==> config.mk <==
export PLATFORM = sky130hd
export DESIGN_NAME = pfdrb_bank
export DESIGN_NICKNAME = d
export VERILOG_FILES = /design/src/pfdrb_pkg.sv /design/src/pfdrb_ref_div.sv /design/src/pfdrb_bank.sv
export SDC_FILE = /design/constraint.sdc
export NUM_CORES = 1
export LEC_CHECK = 0
export BUFFER_PORTS_ARGS = -buffer_cell sky130_fd_sc_hd__buf_4
export CORE_MARGIN = 4
export CORE_UTILIZATION = 49
export CTS_CLUSTER_SIZE = 10
export DETAILED_ROUTE_END_ITERATION = 8
export GPL_ROUTABILITY_DRIVEN = 1
export PLACE_DENSITY = 0.83
export SLEW_MARGIN = 20
export SYNTH_ARGS = -nofsm -noshare
export SYNTH_HDL_FRONTEND = slang
export SYNTH_SLANG_ARGS = --single-unit
==> constraint.sdc <==
create_clock -name ref_clk_in -period 2.7 [get_ports ref_clk_in]
set_clock_uncertainty 0.2 [all_clocks]
set_input_delay 0.27 -clock ref_clk_in [delete_from_list [all_inputs] [get_ports ref_clk_in]]
set_output_delay 0.27 -clock ref_clk_in [all_outputs]
set_load 0.05 [all_outputs]
==> src/pfdrb_pkg.sv <==
// pfdrb_pkg: offsets, field positions and reset values of the pfd register bank
// assumes a 30-bit data / 7-bit address serial frame decoded elsewhere
package pfdrb_pkg;
	localparam int unsigned ADDR_W = 7;
	localparam int unsigned DATA_W = 32;
	localparam logic [6:0] REG_ID_RST_RA = 7'h00;
	localparam logic [6:0] REG_BLOCK_EN = 7'h01;
	localparam logic [6:0] REG_REF_DIV = 7'h02;
	localparam logic [6:0] REG_DET_SET = 7'h03;
	// register zero fields
	localparam int unsigned RA_LSB = 0;
	localparam int unsigned RA_W = 7;
	localparam int unsigned SRST_BIT = 7;
	localparam int unsigned ID_LSB = 8;
	localparam int unsigned ID_W = 24;
	// block enable fields
	localparam int unsigned EN_W = 20;
	localparam logic [19:0] EN_RST = 20'h3_fffe;
	localparam int unsigned EN_SRC_BIT = 0;
	localparam int unsigned EN_SPI_CE_BIT = 1;
	localparam int unsigned EN_RDIV_BIT = 2;
	localparam int unsigned EN_PFD_BIT = 3;
	localparam int unsigned EN_SLIP_BIT = 4;
	localparam int unsigned EN_CP_BIT = 5;
	localparam int unsigned EN_LD_BIT = 6;
	localparam int unsigned EN_WDOG_BIT = 7;
	localparam int unsigned EN_OS_LD_BIT = 8;
	localparam int unsigned EN_GPO_BIT = 9;
	localparam int unsigned EN_REFBUF_BIT = 10;
	localparam int unsigned EN_TCLK_BIT = 11;
	localparam int unsigned EN_BIAS_BIT = 12;
	localparam int unsigned EN_SLIP_OUT_BIT = 13;
	localparam int unsigned EN_OPAMP_BIT = 14;
	localparam int unsigned EN_DIVTCLK_BIT = 18;
	// reference divider
	localparam int unsigned RDIV_W = 14;
	localparam logic [13:0] RDIV_RST = 14'h0001;
	// detector settings
	localparam int unsigned DS_W = 12;
	localparam logic [11:0] DS_RST = 12'h0_ccc;
	localparam int unsigned DS_DLY_LSB = 0;
	localparam int unsigned DS_DLY_W = 3;
	localparam int unsigned DS_AUTO_BIT = 3;
	localparam int unsigned DS_SWAP_BIT = 4;
	localparam int unsigned DS_SHORT_BIT = 5;
	localparam int unsigned DS_UPEN_BIT = 6;
	localparam int unsigned DS_DNEN_BIT = 7;
	localparam int unsigned DS_FUP_BIT = 8;
	localparam int unsigned DS_FDN_BIT = 9;
	localparam int unsigned DS_TOLD_BIT = 10;
	localparam int unsigned DS_XRST_BIT = 11;
	// watchdog: reference-divider cycles without detector pulses
	localparam int unsigned WDOG_W = 8;
	localparam logic [7:0] WDOG_LIMIT = 8'hff;
endpackage : pfdrb_pkg

==> src/pfdrb_ref_div.sv <==
// pfdrb_ref_div: reference divider producing a one-cycle enable pulse
// assumes ratio is stable between writes; ratio 0 treated as 1
`timescale 1ns/1ps
module pfdrb_ref_div #(
	parameter int unsigned W = 14
) (
	input wire logic ref_clk_in,
	input wire logic sys_rst_in,
	input wire logic enable_in,
	input wire logic [W-1:0] ratio_in,
	output logic tick_out
);
	logic [W-1:0] cnt_r;
	logic [W-1:0] cnt_nxt;
	logic tick_r;
	logic tick_nxt;
	assign tick_out = tick_r;
	always_comb begin
		cnt_nxt = cnt_r;
		tick_nxt = 1'b0;
		if (enable_in) begin
			// wrap at ratio-1, so ratio 1 pulses every cycle
			if (cnt_r + W'(1) >= ratio_in) begin
				cnt_nxt = '0;
				tick_nxt = 1'b1;
			end else begin
				cnt_nxt = cnt_r + W'(1);
			end
		end else begin
			cnt_nxt = '0;
		end
	end
	always_ff @(posedge ref_clk_in) begin
		if (sys_rst_in) begin
			cnt_r <= '0;
			tick_r <= 1'b0;
		end else begin
			cnt_r <= cnt_nxt;
			tick_r <= tick_nxt;
		end
	end
endmodule : pfdrb_ref_div

==> src/pfdrb_bank.sv <==
// pfdrb_bank: configuration registers 0..3 of the phase-frequency detector
// assumes a serial shifter delivers decoded one-cycle write/read strobes
`timescale 1ns/1ps
module pfdrb_bank
	import pfdrb_pkg::*;
#(
	parameter logic [23:0] CHIP_ID = 24'h00_0a5c, // arbitrary value
	parameter int unsigned RDIV_BITS = RDIV_W
) (
	input wire logic ref_clk_in,
	input wire logic sys_rst_in,
	input wire logic wr_stb_in,
	input wire logic [ADDR_W-1:0] wr_addr_in,
	input wire logic [29:0] wr_data_in,
	input wire logic rd_stb_in,
	input wire logic chip_enable_pin_in,
	input wire logic ref_in,
	input wire logic div_in,
	input wire logic det_up_in,
	input wire logic det_dn_in,
	input wire logic xtal_export_in,
	input wire logic gpo_data_in,
	output logic [DATA_W-1:0] rd_data_out,
	output logic chip_en_out,
	output logic ref_tick_out,
	output logic det_ref_out,
	output logic det_div_out,
	output logic det_rst_out,
	output logic det_up_out,
	output logic det_dn_out,
	output logic ld_up_out,
	output logic ld_dn_out,
	output logic slip_prevention_out,
	output logic slip_prevention_oe_out,
	output logic cp_en_out,
	output logic lock_indicator_out,
	output logic oneshot_ld_en_out,
	output logic general_purpose_pin_out,
	output logic general_purpose_pin_oe_out,
	output logic test_clk_en_out,
	output logic div_test_clk_en_out,
	output logic [EN_W-1:0] enables_out
);
	logic [RA_W-1:0] ra_r, ra_nxt;
	logic srst_r, srst_nxt;
	logic [EN_W-1:0] en_r, en_nxt;
	logic [RDIV_BITS-1:0] rdiv_r, rdiv_nxt;
	logic [DS_W-1:0] ds_r, ds_nxt;
	logic [DATA_W-1:0] rd_r, rd_nxt;
	logic [WDOG_W-1:0] wd_r, wd_nxt;
	logic lock_r, lock_nxt;
	logic [DS_DLY_W-1:0] sat_r, sat_nxt;
	logic sat_on_r, sat_on_nxt;
	logic [14:0] out_r, out_nxt;
	logic tick;
	logic chip_en;
	logic up_n, dn_n;
	logic rst_all;

	function automatic logic [DATA_W-1:0] reg_view(input logic [6:0] a,
		input logic [RA_W-1:0] ra, input logic sr, input logic [EN_W-1:0] en,
		input logic [RDIV_BITS-1:0] rd, input logic [DS_W-1:0] ds);
		case (a)
			REG_ID_RST_RA: reg_view = {CHIP_ID, sr, ra};
			REG_BLOCK_EN: reg_view = DATA_W'(en);
			REG_REF_DIV: reg_view = DATA_W'(rd);
			REG_DET_SET: reg_view = DATA_W'(ds);
			default: reg_view = '0;
		endcase
	endfunction : reg_view

	// soft reset held while bit set, acts as a synchronous reset
	assign rst_all = sys_rst_in | srst_r;

	always_comb begin
		ra_nxt = ra_r;
		srst_nxt = srst_r;
		en_nxt = en_r;
		rdiv_nxt = rdiv_r;
		ds_nxt = ds_r;
		rd_nxt = rd_r;
		if (wr_stb_in) begin
			case (wr_addr_in)
				REG_ID_RST_RA: begin
					ra_nxt = wr_data_in[RA_LSB +: RA_W];
					srst_nxt = wr_data_in[SRST_BIT];
				end
				REG_BLOCK_EN: en_nxt = wr_data_in[EN_W-1:0];
				REG_REF_DIV: rdiv_nxt = wr_data_in[RDIV_BITS-1:0];
				REG_DET_SET: ds_nxt = wr_data_in[DS_W-1:0];
				default: ;
			endcase
		end
		// read image latched at start of the frame after the address write
		if (rd_stb_in) begin
			rd_nxt = reg_view(ra_r, ra_r, srst_r, en_r, rdiv_r, ds_r);
		end
	end

	always_ff @(posedge ref_clk_in) begin
		if (sys_rst_in) begin
			srst_r <= 1'b0;
			ra_r <= '0;
			en_r <= EN_RST;
			rdiv_r <= RDIV_BITS'(RDIV_RST);
			ds_r <= DS_RST;
			rd_r <= '0;
		end else if (srst_r) begin
			// registers held at defaults; only the soft reset bit may clear
			srst_r <= srst_nxt;
			ra_r <= '0;
			en_r <= EN_RST;
			rdiv_r <= RDIV_BITS'(RDIV_RST);
			ds_r <= DS_RST;
			rd_r <= '0;
		end else begin
			srst_r <= srst_nxt;
			ra_r <= ra_nxt;
			en_r <= en_nxt;
			rdiv_r <= rdiv_nxt;
			ds_r <= ds_nxt;
			rd_r <= rd_nxt;
		end
	end

	pfdrb_ref_div #(
		.W(RDIV_BITS)
	) u_div (
		.ref_clk_in(ref_clk_in),
		.sys_rst_in(rst_all),
		.enable_in(chip_en & en_r[EN_RDIV_BIT]),
		.ratio_in(rdiv_r),
		.tick_out(tick)
	);

	assign chip_en = en_r[EN_SRC_BIT] ? en_r[EN_SPI_CE_BIT] :
		chip_enable_pin_in;

	// detector path, swap then short, then enables and forces
	always_comb begin
		logic a, b, pfd_on;
		pfd_on = chip_en & en_r[EN_PFD_BIT] &
			~(ds_r[DS_XRST_BIT] & xtal_export_in);
		a = ds_r[DS_SWAP_BIT] ? div_in : ref_in;
		b = ds_r[DS_SWAP_BIT] ? ref_in : div_in;
		if (ds_r[DS_SHORT_BIT]) begin
			b = a;
		end
		up_n = ds_r[DS_FUP_BIT] |
			(pfd_on & ds_r[DS_UPEN_BIT] & det_up_in);
		dn_n = ds_r[DS_FDN_BIT] |
			(pfd_on & ds_r[DS_DNEN_BIT] & det_dn_in);
		out_nxt[0] = a;
		out_nxt[1] = b;
		out_nxt[2] = ~pfd_on;
		out_nxt[3] = up_n;
		out_nxt[4] = dn_n;
		out_nxt[5] = ds_r[DS_TOLD_BIT] & up_n;
		out_nxt[6] = ds_r[DS_TOLD_BIT] & dn_n;
		out_nxt[7] = chip_en & en_r[EN_SLIP_BIT] & sat_on_r;
		out_nxt[8] = en_r[EN_SLIP_OUT_BIT];
		out_nxt[9] = chip_en & en_r[EN_CP_BIT];
		out_nxt[10] = chip_en & en_r[EN_OS_LD_BIT];
		out_nxt[11] = en_r[EN_GPO_BIT];
		out_nxt[12] = en_r[EN_TCLK_BIT];
		out_nxt[13] = en_r[EN_DIVTCLK_BIT];
		out_nxt[14] = chip_en & en_r[EN_LD_BIT];
	end

	// watchdog counts reference ticks since last pulse; lock drops at limit
	always_comb begin
		wd_nxt = wd_r;
		lock_nxt = lock_r;
		if (!out_r[14]) begin
			wd_nxt = '0;
			lock_nxt = 1'b0;
		end else if (out_r[5] | out_r[6]) begin
			wd_nxt = '0;
			lock_nxt = 1'b1;
		end else if (tick && en_r[EN_WDOG_BIT]) begin
			if (wd_r == WDOG_LIMIT) begin
				lock_nxt = 1'b0;
			end else begin
				wd_nxt = wd_r + WDOG_W'(1);
			end
		end
	end

	// saturation detect re-arms after the programmed tick count
	always_comb begin
		sat_nxt = sat_r;
		sat_on_nxt = sat_on_r;
		if (ds_r[DS_AUTO_BIT] && lock_r) begin
			sat_on_nxt = 1'b0;
			sat_nxt = '0;
		end else if (tick) begin
			if (sat_r == ds_r[DS_DLY_LSB +: DS_DLY_W]) begin
				sat_nxt = '0;
				sat_on_nxt = 1'b1;
			end else begin
				sat_nxt = sat_r + DS_DLY_W'(1);
			end
		end
	end

	always_ff @(posedge ref_clk_in) begin
		if (rst_all) begin
			wd_r <= '0;
			lock_r <= 1'b0;
			sat_r <= '0;
			sat_on_r <= 1'b0;
			out_r <= '0;
		end else begin
			wd_r <= wd_nxt;
			lock_r <= lock_nxt;
			sat_r <= sat_nxt;
			sat_on_r <= sat_on_nxt;
			out_r <= out_nxt;
		end
	end

	logic chip_en_r, tick_r, gp_r;
	always_ff @(posedge ref_clk_in) begin
		// soft reset clears these too, all digital state but the soft reset bit restarts
		if (rst_all) begin
			chip_en_r <= 1'b0;
			tick_r <= 1'b0;
			gp_r <= 1'b0;
		end else begin
			chip_en_r <= chip_en;
			tick_r <= tick;
			gp_r <= lock_r & gpo_data_in;
		end
	end

	assign rd_data_out = rd_r;
	assign chip_en_out = chip_en_r;
	assign ref_tick_out = tick_r;
	assign det_ref_out = out_r[0];
	assign det_div_out = out_r[1];
	assign det_rst_out = out_r[2];
	assign det_up_out = out_r[3];
	assign det_dn_out = out_r[4];
	assign ld_up_out = out_r[5];
	assign ld_dn_out = out_r[6];
	assign slip_prevention_out = out_r[7];
	assign slip_prevention_oe_out = out_r[8];
	assign cp_en_out = out_r[9];
	assign oneshot_ld_en_out = out_r[10];
	assign general_purpose_pin_oe_out = out_r[11];
	assign test_clk_en_out = out_r[12];
	assign div_test_clk_en_out = out_r[13];
	assign lock_indicator_out = lock_r;
	assign general_purpose_pin_out = gp_r;
	assign enables_out = en_r;

	a_srst_defaults: assert property (@(posedge ref_clk_in) disable iff
		(sys_rst_in) srst_r |=> en_r == EN_RST && ds_r == DS_RST)
		else $error("soft reset did not restore defaults");
	a_rd_id: assert property (@(posedge ref_clk_in) disable iff (sys_rst_in)
		rd_stb_in && ra_r == REG_ID_RST_RA && !srst_r
		|=> rd_r[ID_LSB +: ID_W] == CHIP_ID)
		else $error("id not returned");
	a_ce_source: assert property (@(posedge ref_clk_in) disable iff
		(rst_all) en_r[EN_SRC_BIT]
		|=> chip_en_r == $past(en_r[EN_SPI_CE_BIT]))
		else $error("serial enable not selected");
	a_force_up: assert property (@(posedge ref_clk_in) disable iff
		(rst_all) ds_r[DS_FUP_BIT] |=> det_up_out)
		else $error("forced up not asserted");
	a_up_gate: assert property (@(posedge ref_clk_in) disable iff (rst_all)
		!ds_r[DS_UPEN_BIT] && !ds_r[DS_FUP_BIT] |=> !det_up_out)
		else $error("up not suppressed");
	a_short_mode: assert property (@(posedge ref_clk_in) disable iff
		(rst_all) ds_r[DS_SHORT_BIT] |=> det_ref_out == det_div_out)
		else $error("short mode inputs differ");
	a_gpo_dir: assert property (@(posedge ref_clk_in) disable iff (rst_all)
		1'b1 |=> general_purpose_pin_oe_out == $past(en_r[EN_GPO_BIT]))
		else $error("gpo direction wrong");
	a_xtal_rst: assert property (@(posedge ref_clk_in) disable iff (rst_all)
		ds_r[DS_XRST_BIT] && xtal_export_in |=> det_rst_out)
		else $error("detector not reset");
	a_ld_route: assert property (@(posedge ref_clk_in) disable iff (rst_all)
		!ds_r[DS_TOLD_BIT] |=> !ld_up_out && !ld_dn_out)
		else $error("ld routing not blocked");
	c_soft_reset: cover property (@(posedge ref_clk_in) srst_r ##1 !srst_r);
	c_read_back: cover property (@(posedge ref_clk_in) rd_stb_in);
	c_lock: cover property (@(posedge ref_clk_in) !lock_r ##1 lock_r);
endmodule : pfdrb_bank

==> flow_summary_export.csv, run 1 <==
group,metric,value,unit
outcome,status,"finished with violations",
outcome,violations,"setup timing",
logic_synthesis,synth_async_sr_flop_share,0,%
clocking,cts_made_buffers,17,
global_route,grt_max_degree,44,
global_route,gr-total-overflow,0,
setup_path,worstPathMaxFanout,7,
logic_synthesis,synth_area_leader_cell,"dfxtp_1",
setup_path,worstSetupStartpoint,"u_div.cnt_r[1]",
routing,first_pass_iters,5,
logic_synthesis,syn_area,0.00532,sq mm
routing,drc,0,
power_and_ir_drop,power,4.27,mW
floorplan,io_pins,118,
setup_path,r2r_setup_slack,-0.08,ns
routing,dr_total_vias,4892,
logic_synthesis,ys.flop_type,"dfxtp_1",
logic_synthesis,synth-edff-count,0,
logic_synthesis,ys_seq_elements,120,
sta,holdWs,0.139,ns
routing,met2_length,7960,microns
sta,slew_viol_final,0,
layout,n_antenna_cell,0,
setup_path,worstReg2RegStart,"u_div.cnt_r[1]",
floorplan,rows,37,
routing,routedWlPerCell,18.8,microns
clocking,cts_tree,"yes",
placement,place_congestion,0.871,
global_route,grt_pass1_vias,4957,
job,drv_cap,0,
routing,met3WireLength,1350,microns
setup_path,crit_type,"register to register",
layout,final_common_cell,"buf_4",
sta,fmax,0.360,GHz
logic_synthesis,yosysSeqAreaShare,45.2,%
sta,rsz0062_at_grt,"true",
routing,routed.top_layer,"met4",
routing,route.detailed.vias_per_inst,5.71,
setup_path,cp.required,2.90,ns
worst_hold_path,hp-class,"input port to register",
setup_path,worstSetupEndpointType,"register",
sta,setup_viol,14,
floorplan,dieArea,0.0126,sq mm
sta,finalWorstSetupSlack,-0.0755,ns
layout,final_cell_mix,"116 x buf_4, 110 x dfxtp_1, 58 x nand2_1, 53 x nor2_1, 50 x mux2i_1",
clocking,clk_latency,0.52,ns
sta,maxSlewHeadroom,45.1,%
layout,multi_input_area,0.00281,sq mm
sta,period_needed,2.78,ns
layout,drive_gt1_share,27.6,%
logic_synthesis,synthCells,569,
clocking,cts_sinks,120,
layout,nets,773,
routing,dr.first_iter.drc_count,344,
power_and_ir_drop,p_per_area,588,mW/mm^2
layout,regArea,0.00242,sq mm
global_route,grt_pass1_wl,24600,microns
sta,worst-slew-pin-transition,0.823,ns
clocking,clkTransAtPathRegs,0.06,ns
setup_path,setup.worst_path.end,"u_div.cnt_r[9]",
setup_path,reg2reg_to,"u_div.cnt_r[9]",
floorplan,coreArea,0.0105,sq mm
routing,drt-met1-wl,6190,microns
floorplan,die_w,112,microns
global_route,antenna_found_initial,0,
logic_synthesis,yosysWarnings,0,
floorplan,die_y,112,microns
logic_synthesis,synth_top_area_share,45.2,%
placement,preCtsSetupSlack,-0.410,ns
logic_synthesis,ys_types,53,
sta,hold_viol_final,0,
sta,period_share,103,%
layout,fill_cells,698,
layout,area.growth.synth_to_final,36.6,%
placement,io_buffers,95,
clocking,htreeDepth,4,
placement,hpwl,9950,microns
clocking,cts.path.max_buffers,2,
sta,fin_setup_tns,-0.882,ns
logic_synthesis,syn_avg_cell_area,9.34,sq um
global_route,grt_usage,24.2,%
placement,dp_cells,786,
layout,final_cells,857,
power_and_ir_drop,ir_drop,595,uV
setup_path,arrival,2.98,ns
routing,wirelength,16100,microns
setup_path,crit_path_start_kind,"register",
clocking,cts_root_buf,"clkbuf_8",
floorplan,start_util,50.8,%
logic_synthesis,synthTopCellsByArea,"dfxtp_1 45%, mux2i_1 9.4%, nand2_1 4.1%",
setup_path,r2r_cells,9,
power_and_ir_drop,power_leakage,3.18,nW
routing,postRouteAntennaNets,0,
repair_timing:
item                       4_1_cts  5_1_grt
hold endpoints to repair        67        0
gates resized for setup         12       30
gates cloned                     1        1
pin swaps                        1       18
hold buffers                    31        0
setup endpoints to repair       15       15
setup buffers                    0        6
report_power, final:
part | switching (mW) | internal (mW)
registers | 0.0159 | 1.79
logic | 0.206 | 0.125
clock network | 0.891 | 1.24
Yosys cell counts (3+ instances only):
library cell / number
nand2b_1: 11
nand3_1: 25
nand4_1: 14
nor4b_1: 12
clkbuf_1: 17
buf_4: 18
o22ai_1: 9
ha_1: 17
nor2_1: 54
dfxtp_1: 120
mux2i_1: 50
a21oi_1: 32
and2_1: 9
xor2_1: 11
inv_1: 20
xnor2_1: 11
nor3_1: 5
nor2b_1: 13
buf_2: 6
o21ai_0: 3
o2111ai_1: 4
nand2_1: 58
o211ai_1: 5
and3_1: 6
worst max-delay path, cell delays in order, from the launching register on:
cell and delay (ns):
dfxtp_2 0.36, ha_1 0.23, nand3_4 0.12, nor3_2 0.25, xnor2_1 0.13, ha_1 0.32, nand4_1 0.20, or4_4 0.53
nand4_4 0.21, nor4b_2 0.09
cell families (layout without fill, tap and decap cells):
| group | count (synthesis) | after routing | share of synthesized area [%] |
|---|---|---|---|
| flip-flops | 120 | 120 | 45.2 |
| XOR/XNOR | 22 | 22 | 3.63 |
| AND/OR/NAND/NOR | 226 | 227 | 23.0 |
| other | 1 | 12 | 0.0706 |
| buffers and inverters | 62 | 202 | 5.93 |
| multiplexers | 51 | 51 | 9.70 |
| adder cells (fa/ha/maj) | 17 | 17 | 4.00 |
| AO/OA/AOI/OAI | 70 | 70 | 8.43 |
metal layers:
layer | vias up | GRT usage, %
met4 | 0 | 12.3
met1 | 2326 | 28.4
met3 | 58 | 6.04
met5 | - | 0
met2 | 266 | 41.0
li1 | 2242 | -
metrics by stage:
| stage | utilization, % | area (sq um) |
|---|---|---|
| floorplan | - | 5360 |
| global placement | 58.6 | 6130 |
| detailed placement | 58.6 | 6130 |
| CTS | 67.6 | 7070 |
| global route | 69.4 | 7260 |
| finish | 69.4 | 7260 |
worst min-delay path by stage:
| stage | start | end | slack [ns] | cells past startpoint |
|---|---|---|---|---|
| after floorplan | sys_rst_in | srst_r | 0.14 | 1 |
| after global placement | out_r[14] | lock_indicator_out | 0.22 | 2 |
| after detailed placement | out_r[14] | lock_indicator_out | 0.25 | 2 |
| after CTS | wr_addr_in[0] | ra_r[4] | 0.13 | 5 |
| after global routing | wr_addr_in[0] | ra_r[4] | 0.14 | 5 |
| final | wr_addr_in[0] | ra_r[4] | 0.14 | 5 |
registers in the layout, indices dropped and copies added, names as in the netlist:
| register | count |
|---|---|
| enables_out | 20 |
| rd_data_out | 20 |
| out_r | 15 |
| rdiv_r | 14 |
| u_div.cnt_r | 14 |
| ds_r | 12 |
| wd_r | 8 |
| ra_r | 7 |
| sat_r | 3 |
| chip_en_out | 1 |
| general_purpose_pin_out | 1 |
| lock_indicator_out | 1 |
| ref_tick_out | 1 |
| sat_on_r | 1 |
| srst_r | 1 |
| u_div.tick_out | 1 |
area by class of cell:
class	instances	area share, %
multi-input combinational	399	38.7
inverter	20	1.03
sequential	120	33.3
timing repair buffer	150	16.9
clock inverter	15	1.98
tap	136	2.34
clock buffer	17	5.70
No activity file was read; power rests on OpenSTA's default activity.
==> inputs of run 2 (changes only) <==
Settings changed: RECOVER_POWER from default to 100.
==> flow_summary_export.csv, run 2 (same netlist as run 1, synthesis figures left out) <==
group,metric,value,unit
clocking,htreeDepth,4,
sta,finalWorstSetupSlack,-0.0673,ns
clocking,cts.path.max_buffers,2,
routing,drc,0,
clocking,cts_made_buffers,17,
sta,maxSlewHeadroom,-1.11,%
layout,multi_input_area,0.00279,sq mm
global_route,grt_pass1_wl,24600,microns
sta,holdWs,0.132,ns
sta,setup_viol,14,
job,drv_cap,1,
clocking,cts_root_buf,"clkbuf_8",
power_and_ir_drop,ir_drop,593,uV
setup_path,setup.worst_path.end,"u_div.cnt_r[9]",
layout,fill_cells,775,
placement,io_buffers,95,
clocking,cts_sinks,120,
setup_path,worstReg2RegStart,"u_div.cnt_r[7]",
sta,worst-slew-pin-transition,1.52,ns
sta,period_needed,2.77,ns
floorplan,die_y,112,microns
layout,n_antenna_cell,0,
routing,dr.first_iter.drc_count,335,
floorplan,start_util,50.8,%
placement,place_congestion,0.871,
routing,dr_total_vias,4880,
layout,area.growth.synth_to_final,31.9,%
sta,fin_setup_tns,-0.815,ns
floorplan,dieArea,0.0126,sq mm
routing,first_pass_iters,6,
routing,wirelength,16100,microns
power_and_ir_drop,power,4.25,mW
setup_path,crit_type,"register to register",
layout,regArea,0.00242,sq mm
worst_hold_path,hp-class,"input port to register",
setup_path,crit_path_start_kind,"register",
sta,hold_viol_final,0,
worst_hold_path,hold_depth,5,
setup_path,cp.required,2.90,ns
floorplan,io_pins,118,
clocking,clk_latency,0.52,ns
outcome,violations,"capacitance limit, slew limit, setup timing",
routing,postRouteAntennaNets,0,
global_route,grt_max_degree,44,
power_and_ir_drop,p_per_area,606,mW/mm^2
routing,route.detailed.vias_per_inst,5.69,
setup_path,worstSetupEndpointType,"register",
setup_path,r2r_cells,9,
sta,period_share,102,%
sta,slew_viol_final,44,
layout,final_cell_mix,"110 x dfxtp_1, 60 x clkbuf_1, 58 x nand2_1, 55 x buf_4, 54 x nor2_1",
setup_path,worstSetupStartpoint,"u_div.cnt_r[7]",
routing,routedWlPerCell,18.7,microns
layout,final_common_cell,"dfxtp_1",
floorplan,die_w,112,microns
placement,hpwl,9950,microns
sta,fmax,0.361,GHz
layout,final_core_util,67.0,%
floorplan,coreArea,0.0105,sq mm
clocking,cts_tree,"yes",
global_route,gr-total-overflow,0,
global_route,grt_usage,24.2,%
global_route,grt_pass1_vias,4957,
sta,rsz0062_at_grt,"true",
clocking,clkTransAtPathRegs,0.06,ns
outcome,status,"finished with violations",
setup_path,reg2reg_to,"u_div.cnt_r[9]",
setup_path,worstPathMaxFanout,7,
global_route,antenna_found_initial,0,
setup_path,arrival,2.97,ns
floorplan,rows,37,
power_and_ir_drop,power_leakage,2.93,nW
layout,nets,773,
layout,drive_gt1_share,18.7,%
setup_path,r2r_setup_slack,-0.07,ns
## run 2: power breakdown
part	switching [mW]	internal, mW
clock	0.890	1.24
sequential	0.0154	1.79
combinational	0.204	0.106
total	1.11	3.14
## run 2: critical path: stages, from the launching register on
cell and delay (ns):
dfxtp_2 0.36, nand4_4 0.14, buf_4 0.17, nor3_2 0.16, xor2_1 0.26, ha_1 0.23
nand4_1 0.18, or4_4 0.65, nand4_4 0.21, nor4b_2 0.09
## run 2: worst min-delay path by stage
stage,startpoint,to,slack (ns)
3_3_place_gp,out_r[14],lock_indicator_out,0.22
2_1_floorplan,sys_rst_in,srst_r,0.14
5_1_grt,wr_addr_in[0],ra_r[4],0.13
3_5_place_dp,out_r[14],lock_indicator_out,0.25
4_1_cts,wr_addr_in[0],ra_r[4],0.13
6_report,wr_addr_in[0],ra_r[5],0.13
## run 2: metal layers
| layer | GRT usage, % | share of wire (%) | vias to the layer above |
|---|---|---|---|
| li1 | - | - | 2241 |
| met1 | 28.4 | 39 | 2353 |
| met2 | 41.0 | 50 | 235 |
| met3 | 6.04 | 7.7 | 51 |
| met4 | 12.3 | 3.5 | 0 |
| met5 | 0 | 0 | - |
## run 2: layout make-up
type | count | share of cell area, %
multi-input cells | 399 | 39.8
flip-flops and latches | 120 | 34.5
repair buffers | 150 | 14.2
clock buffers | 17 | 5.91
well taps | 136 | 2.43
clock inverters | 15 | 2.05
inverters | 20 | 1.07
## run 2: metrics by stage
stage	cells	instance area (sq um)	setup slack [ns]
final	857	7010	-0.0673
after global routing	857	7010	-0.191
after CTS	850	7070	0.00129
after detailed placement	786	6130	-0.410
after global placement	786	6130	-0.204
after floorplan	580	5360	0.0116
## run 2: repair_timing
action | 4_1_cts | 5_1_grt
gates resized for setup | 12 | 30
gates cloned | 1 | 1
endpoints found under the setup margin | 15 | 15
pin swaps | 1 | 18
hold buffers | 31 | 0
endpoints found under the hold margin | 67 | 0
setup buffers | 0 | 6
